### config.mk
export PLATFORM = sky130hd
export DESIGN_NAME = modbus_tcp_server_pdu_engine
export DESIGN_NICKNAME = d
export VERILOG_FILES = /design/src/hw/modbus_tcp_server_pdu_engine.v
export VERILOG_INCLUDE_DIRS = /design/src /design/src/shared
export SDC_FILE = /design/constraint.sdc
export NUM_CORES = 1
export LEC_CHECK = 0
export BUFFER_PORTS_ARGS = -buffer_cell sky130_fd_sc_hd__buf_4
export CAP_MARGIN = 0
export CELL_PAD_IN_SITES_DETAIL_PLACEMENT = 1
export CELL_PAD_IN_SITES_GLOBAL_PLACEMENT = 2
export CORE_ASPECT_RATIO = 0.5
export CORE_UTILIZATION = 29
export CTS_CLUSTER_SIZE = 20
export DETAILED_ROUTE_END_ITERATION = 8
export GPL_ROUTABILITY_DRIVEN = 0
export PLACE_DENSITY_LB_ADDON = 0.1
export SYNTH_ARGS = -nofsm -noshare
export SYNTH_HDL_FRONTEND = slang
export SYNTH_SLANG_ARGS = --single-unit
export TNS_END_PERCENT = 20
### constraint.sdc
create_clock -name ref_clk -period 3.4 [get_ports ref_clk]
set_input_delay 0.34 -clock ref_clk [delete_from_list [all_inputs] [get_ports ref_clk]]
set_output_delay 0.34 -clock ref_clk [all_outputs]
set_load 0.1 [all_outputs]
### src/shared/pdu_engine_defines.vh
// constants for the modbus server pdu engine
// included by the engine; definitions only
`ifndef PDU_ENGINE_DEFINES_VH
`define PDU_ENGINE_DEFINES_VH
`define SERVICE_PORT_DEFAULT 16'h01f6
`define FC_READ_COILS 8'h01
`define FC_READ_INPUTS 8'h02
`define FC_READ_HOLDING 8'h03
`define FC_READ_INPUT_REGS 8'h04
`define FC_WRITE_SINGLE_REG 8'h06
`define FC_WRITE_MULTI_REGS 8'h10
`define ERR_FLAG 8'h80
`define EXC_ILLEGAL_FUNCTION 8'h01
`define EXC_ILLEGAL_ADDRESS 8'h02
`define EXC_ILLEGAL_VALUE 8'h03
`define BIT_QTY_MAX 16'h07d0
`define REG_QTY_MAX 16'h007d
`define QTY_MIN 16'h0001
`define REQ_HDR_LEN 3'h5
`define BITS_PER_BYTE 4'h8
`define BIT_SPACE 16'h0800
`define REG_SPACE 16'h0100
`endif
### src/hw/modbus_tcp_server_pdu_engine.v
// request pdu parser and response builder for a modbus tcp server
// assumes the tcp stack delivers one pdu byte per cycle with a last flag,
// and that coil, input and holding data answer a read one cycle later
`include "pdu_engine_defines.vh"
`timescale 1ns/1ns
`default_nettype none

// Contract
// - service port defaults to 502, configurable
// - server supports codes 01,02,03,04,06,10; engine answers 01-03 only, 04,06,10 just pulse fwd_valid
// - first request byte selects the operation
// - response byte 0 echoes function code
// - error frame byte 0 is code plus 0x80
// - error frame byte 1 is exception code
// - address from bytes 1 high, 2 low
// - quantity from bytes 3 high, 4 low
// - read coils quantity 1 to 2000
// - coils fetched from start for quantity
// - bit reads: byte count, eight bits per byte
// - coil bit 0 is first addressed output
// - unused final bits padded with zero
// - discrete inputs quantity 1 to 2000
// - input bit 0 is first addressed input
// - holding registers quantity 1 to 125
// - holding byte count is twice registers
// - register words sent high byte first
// - bit 0 is least significant bit
// - bad address in span gives exception 02
// - quantity out of range gives exception 03
module modbus_tcp_server_pdu_engine (
    input wire ref_clk,
    input wire rst_b,
    input wire port_cfg_valid,
    input wire [15:0] port_cfg,
    output reg [15:0] service_port,
    input wire req_valid,
    input wire [7:0] req_data,
    input wire req_last,
    output wire req_ready,
    output reg rsp_valid,
    output reg [7:0] rsp_data,
    output reg rsp_last,
    input wire rsp_ready,
    output reg rd_en,
    output reg [1:0] rd_space,
    output reg [15:0] rd_addr,
    input wire rd_bit,
    input wire [15:0] rd_word,
    output reg fwd_valid
);

localparam [2:0] S_RECV = 3'h0;
localparam [2:0] S_CHECK = 3'h1;
localparam [2:0] S_HDR = 3'h2;
localparam [2:0] S_FETCH = 3'h3;
localparam [2:0] S_WAIT = 3'h4;
localparam [2:0] S_SEND = 3'h5;
localparam [2:0] S_SKIP = 3'h6;
localparam [2:0] S_GRAB = 3'h7;

localparam [1:0] SP_COIL = 2'h0;
localparam [1:0] SP_INPUT = 2'h1;
localparam [1:0] SP_HOLD = 2'h2;

reg [2:0] state;
reg [2:0] hdr_cnt;
reg [7:0] func;
reg [15:0] start_addr;
reg [15:0] quantity;
reg [15:0] item;
reg [2:0] bit_pos;
reg [7:0] pack;
reg hi_sent;
reg [7:0] lo_hold;
reg [1:0] phase;
reg [7:0] exc;
// read data only stands one cycle; held here across sink stalls
reg bit_hold;
reg [15:0] word_hold;

wire is_bit = (func == `FC_READ_COILS) || (func == `FC_READ_INPUTS);
wire is_hold = (func == `FC_READ_HOLDING);
wire [16:0] span_end = {1'b0, start_addr} + {1'b0, quantity};
wire [15:0] qty_max = is_bit ? `BIT_QTY_MAX : `REG_QTY_MAX;
wire [15:0] space_size = is_bit ? `BIT_SPACE : `REG_SPACE;
wire [15:0] bytes_bit = (quantity + 16'h0007) >> 3;
wire [15:0] bytes_reg = {quantity[14:0], 1'b0};
wire last_item = (item + 16'h0001 == quantity);

assign req_ready = (state == S_RECV) || (state == S_SKIP);

// configured port overrides the default only when supplied
always @(posedge ref_clk or negedge rst_b) begin
    if (!rst_b) begin
        service_port <= `SERVICE_PORT_DEFAULT;
    end else if (port_cfg_valid) begin
        service_port <= port_cfg;
    end
end

always @(posedge ref_clk or negedge rst_b) begin
    if (!rst_b) begin
        state <= S_RECV;
        hdr_cnt <= 3'h0;
        func <= 8'h00;
        start_addr <= 16'h0000;
        quantity <= 16'h0000;
        item <= 16'h0000;
        bit_pos <= 3'h0;
        pack <= 8'h00;
        hi_sent <= 1'b0;
        lo_hold <= 8'h00;
        phase <= 2'h0;
        exc <= 8'h00;
        bit_hold <= 1'b0;
        word_hold <= 16'h0000;
        rsp_valid <= 1'b0;
        rsp_data <= 8'h00;
        rsp_last <= 1'b0;
        rd_en <= 1'b0;
        rd_space <= SP_COIL;
        rd_addr <= 16'h0000;
        fwd_valid <= 1'b0;
    end else begin
        rd_en <= 1'b0;
        fwd_valid <= 1'b0;
        if (rsp_valid && rsp_ready) begin
            rsp_valid <= 1'b0;
            rsp_last <= 1'b0;
        end
        case (state)
        S_RECV: begin
            if (req_valid) begin
                case (hdr_cnt)
                3'h0: func <= req_data;
                3'h1: start_addr[15:8] <= req_data;
                3'h2: start_addr[7:0] <= req_data;
                3'h3: quantity[15:8] <= req_data;
                3'h4: quantity[7:0] <= req_data;
                default: ;
                endcase
                if (hdr_cnt != `REQ_HDR_LEN) begin
                    hdr_cnt <= hdr_cnt + 3'h1;
                end
                if (req_last) begin
                    hdr_cnt <= 3'h0;
                    state <= S_CHECK;
                end
            end
        end
        S_CHECK: begin
            // all checks before any read leaves the engine
            exc <= 8'h00;
            state <= S_HDR;
            phase <= 2'h0;
            if (func == `FC_READ_INPUT_REGS || func == `FC_WRITE_SINGLE_REG
                    || func == `FC_WRITE_MULTI_REGS) begin
                // handled by the neighbouring word engine
                fwd_valid <= 1'b1;
                state <= S_RECV;
            end else if (!is_bit && !is_hold) begin
                exc <= `EXC_ILLEGAL_FUNCTION;
            end else if (quantity < `QTY_MIN || quantity > qty_max) begin
                exc <= `EXC_ILLEGAL_VALUE;
            end else if (span_end > {1'b0, space_size}) begin
                exc <= `EXC_ILLEGAL_ADDRESS;
            end
        end
        S_HDR: begin
            if (!rsp_valid || rsp_ready) begin
                rsp_valid <= 1'b1;
                phase <= phase + 2'h1;
                if (exc != 8'h00) begin
                    if (phase == 2'h0) begin
                        rsp_data <= func | `ERR_FLAG;
                    end else begin
                        rsp_data <= exc;
                        rsp_last <= 1'b1;
                        state <= S_RECV;
                    end
                end else if (phase == 2'h0) begin
                    rsp_data <= func;
                end else begin
                    // byte count fits eight bits for legal quantities
                    rsp_data <= is_bit ? bytes_bit[7:0]
                                       : bytes_reg[7:0];
                    item <= 16'h0000;
                    bit_pos <= 3'h0;
                    pack <= 8'h00;
                    hi_sent <= 1'b0;
                    state <= S_FETCH;
                end
            end
        end
        S_FETCH: begin
            rd_en <= 1'b1;
            rd_space <= (func == `FC_READ_COILS) ? SP_COIL
                      : is_bit ? SP_INPUT : SP_HOLD;
            rd_addr <= start_addr + item;
            state <= S_WAIT;
        end
        S_WAIT: begin
            state <= S_GRAB;
        end
        S_GRAB: begin
            bit_hold <= rd_bit;
            word_hold <= rd_word;
            state <= S_SEND;
        end
        S_SEND: begin
            if (is_bit) begin
                // lsb first: first addressed item lands in bit 0
                if (bit_pos == 3'h7 || last_item) begin
                    if (!rsp_valid || rsp_ready) begin
                        rsp_valid <= 1'b1;
                        // zero pad comes from pack cleared per byte
                        rsp_data <= pack | ({7'h00, bit_hold} << bit_pos);
                        rsp_last <= last_item;
                        pack <= 8'h00;
                        bit_pos <= 3'h0;
                        item <= item + 16'h0001;
                        state <= last_item ? S_RECV : S_FETCH;
                    end
                end else begin
                    pack <= pack | ({7'h00, bit_hold} << bit_pos);
                    bit_pos <= bit_pos + 3'h1;
                    item <= item + 16'h0001;
                    state <= S_FETCH;
                end
            end else if (!rsp_valid || rsp_ready) begin
                rsp_valid <= 1'b1;
                if (!hi_sent) begin
                    rsp_data <= word_hold[15:8];
                    lo_hold <= word_hold[7:0];
                    hi_sent <= 1'b1;
                end else begin
                    rsp_data <= lo_hold;
                    rsp_last <= last_item;
                    hi_sent <= 1'b0;
                    item <= item + 16'h0001;
                    state <= last_item ? S_RECV : S_FETCH;
                end
            end
        end
        S_SKIP: begin
            state <= S_RECV;
        end
        default: state <= S_RECV;
        endcase
    end
end

endmodule // modbus_tcp_server_pdu_engine
`default_nettype wire

==> run metrics <==
result of the run=finished clean; Switch Pwr=5.698 mW; class of the most critical setup path=flip-flop to flip-flop; Slew Viols, Final=0; proportion of layout cells with a drive suffix above 1=29.14%; count of port buffers added during placement=93; share of synthesized area occupied by flip-flops and latches=40.27%; Antenna diodes=0; drt first-iter violations=411; global-route wire length before repair=49,230 um; Root Driver=clkbuf_16; synthesized flop and latch total=149; data arrival time of the worst path=3710 ps; standard cell area after detailed placement=10,810 um2; Core Region=30,910 um2; I/O pin total=94; antenna-violating nets left=0; post-detailed-routing wire length=30,910 um; mux contribution to synthesized area=12.15%; dominant combinational cell family by area after synthesis=compound AO/OA/AOI/OAI gates; Final WS setup=8.812 ps; post-route design area=11,470 um2; Post-Synth Simple-Gate Area=15.41%; CTS sink count=149; standby leakage power=5.042 nW; die boundary width=255.0 um; clock-pin transition on the worst setup and hold timing paths=70 ps; Netlist cell types=77; Avg Cell Area, Syn=9.758 um2; area growth from synthesis to final layout=23.57%; CTS buffer count=17; Pre-Repair DR Iteration Count=5; NumNets Final=1,184; GR Overflow Total=0; number of instances in the synthesized netlist=951; Slowest-stage cell, CP=or4_1; HPWL Detailed=23,210 um; number of buffers on the longest clock path=2; worst setup slack before clock tree synthesis=-140.0 ps; Relative slew margins=37.23%; RSZ-0062 raised after global routing=true; worst slew pin tran=933.8 ps; number of vias after detailed routing=7,885; cell type with the largest total area after synthesis=dfrtp_1; cells taking the most area after synthesis=dfrtp_1 38%, mux2_2 10%, ha_1 6.7%; Crit path largest cell delay=490 ps; post-synthesis compound-gate area fraction=17.19%; final worst-path cycle share=99.74%; antenna violations before repair=1; number of enable-type register cells in the synthesized netlist=0; proportion of total power due to net switching=48.72%; portion of total power attributed to the clock network=16.3%; Setup-failing EPs final=0; final setup skew=11.99 ps; data required time at the worst endpoint=3720 ps; timing-limited maximum frequency=0.2949 GHz; power density over the cells=1020 nW/um2; average routed wire per standard cell=20.32 um; final hold violation count=0; Min Clock Period, post-route=3391 ps; minimum hold slack=105.3 ps; via count normalized by instance count=5.184; maximum ir drop on the vdd rail=0.4063 mV; synth warn=0; die area=32,760 um2; synthesized-area fraction occupied by xor and xnor cells=4.436%; Initial Utilization=30.02%; share of flip-flops with an asynchronous set or reset after synthesis=100.0%; classification of the worst-slack hold path=input port to flip-flop; CTS HTree Levels=4; proportion of power drawn by flip-flops and latches=26.0%; Max-cap violations=0; fraction of power consumed by combinational cells=57.7%; via count of the first global-routing pass=8,407; area share of fa/ha/maj cells after synthesis=7.173%; design internal power=5.997 mW; Total GRT Usage=19.93%; insertion delay to the later sink of the worst-skew pair=450 ps; crit-path max FO=2; final core utilization=37.10%; CP startpoint kind=flip-flop; maximum number of pins on one net before global-route repair=71; Primary FF master, synth=dfrtp_1; clock tree from TritonCTS=done; summed instance area of the synthesized netlist=9280 um2; remaining routing DRC violations=0; Cell Chain, Critical Path=ha_2 > buf_4 > a211oi_2 > o21ai_1 > a41o_1 > a21oi_2 > xnor2_1 > ha_1 > inv_1 > a21oi_1 > o21ai_0 > or4_1 > a311oi_2 > nand4_1 > nor4_2 > a31oi_1; number of rows in the core area=45; syn nets=1,050; fraction of post-synthesis cell area in the top cell type by area=38.29%; Vert. Die Dim=128.5 um; type of element capturing the critical path=flip-flop
## routing by layer
layer | routed length, um | vias to the layer above | track usage (%)
met4 | 515 | 0 | 5.706
met1 | 15740 | 3978 | 28.14
met5 | 0 | - | 0
met2 | 13500 | 124 | 30.53
met3 | 1154 | 33 | 4.350
li1 | - | 3750 | -
## cell usage in the layout, fill, tap and decap left out, types with 20 or more instances in the layout
| master | n |
|---|---|
| o21ai_0 | 79 |
| nor3_1 | 23 |
| dfrtp_1 | 142 |
| nor2_1 | 48 |
| ha_1 | 48 |
| inv_1 | 28 |
| xnor2_1 | 21 |
| nand2_1 | 99 |
| xor2_1 | 26 |
| a21oi_1 | 41 |
| mux2_2 | 85 |
| buf_4 | 158 |
| nand3_1 | 20 |
## synth_stat cells, drive strengths merged, types with 17 or more instances
cell type and count:
nand2 100, xor2 26, o21ai 85, nand3 21, xnor2 21, mux2i 17, a21oi 43, clkbuf 30
nor3 24, inv 29, ha 50, nor2 50, mux2 85, dfrtp 142
## registers in the layout (all words and copies together), names as in the netlist, 2 cells and up
name	count
bit_pos	3
exc	2
func	8
hdr_cnt	3
item	16
lo_hold	8
pack	8
phase	2
quantity	16
rd_addr	16
rd_space	2
rsp_data	8
service_port	16
start_addr	16
state	3
word_hold	16
## stage by stage
stage	power [mW]	cells	setup TNS, ps
after floorplan	7.454	951	0
after global placement	9.596	1483	-51.02
after detailed placement	9.704	1483	-155.2
after CTS	11.76	1521	0
after global routing	12.51	1521	-296.2
final	11.70	1521	0
## power groups by stage
stage	sequential [mW]	combinational, mW	clock [mW]
floorplan	4.00	3.45	0
global route	3.15	7.32	2.04
CTS	3.05	6.74	1.97
global placement	3.06	6.54	0
detailed placement	3.09	6.61	0
finish	3.04	6.75	1.91
## path summary, 6_finish.rpt
kind	from	cells past startpoint	slack [ps]	to
worst max-delay path	start_addr[0]	16	9	exc[1]
min in group asynchronous	rst_b	2	470	service_port[12]
max in group asynchronous	rst_b	3	2110	service_port[1]
worst min-delay path	req_last	2	110	hdr_cnt[2]
worst min register to register	rd_addr[12]	2	480	rd_addr[12]
worst max register to register	start_addr[0]	16	9	exc[1]
## cell type report
type                       count  area, um2
inverter                      29      111.4
clock inverter                14      140.1
sequential                   149       3737
clock buffer                  18      429.2
multi-input combinational    727       5293
timing repair buffer         161       1227
fill                        3531      19440
tap                          423      529.3
## critical path, delay by kind of cell, from the launching register on
family          cells  cell delay [ps]
flops               1              390
compound gates      8             1270
fa+ha+maj           2              510
simple gates        3              810
buf+inv             2              200
xor+xnor            1               80
## cell families (layout without fill, tap and decap cells)
| logic type | count (synthesis) | after routing |
|---|---|---|
| XOR/XNOR | 47 | 47 |
| AND/OR/NAND/NOR | 278 | 278 |
| multiplexers | 102 | 102 |
| buffers and inverters | 75 | 222 |
| adder cells (fa/ha/maj) | 52 | 52 |
| flip-flops | 149 | 149 |
| AO/OA/AOI/OAI | 248 | 248 |
## what timing repair did
item / CTS / global route
resized for setup: 5 / 3
pin swaps: 10 / 3
hold buffers: 1 / 0
endpoints found under the setup margin: 2 / 2
endpoints found under the hold margin: 64 / 0
setup buffers: 5 / 0
Power figures use the tool's default switching activity.
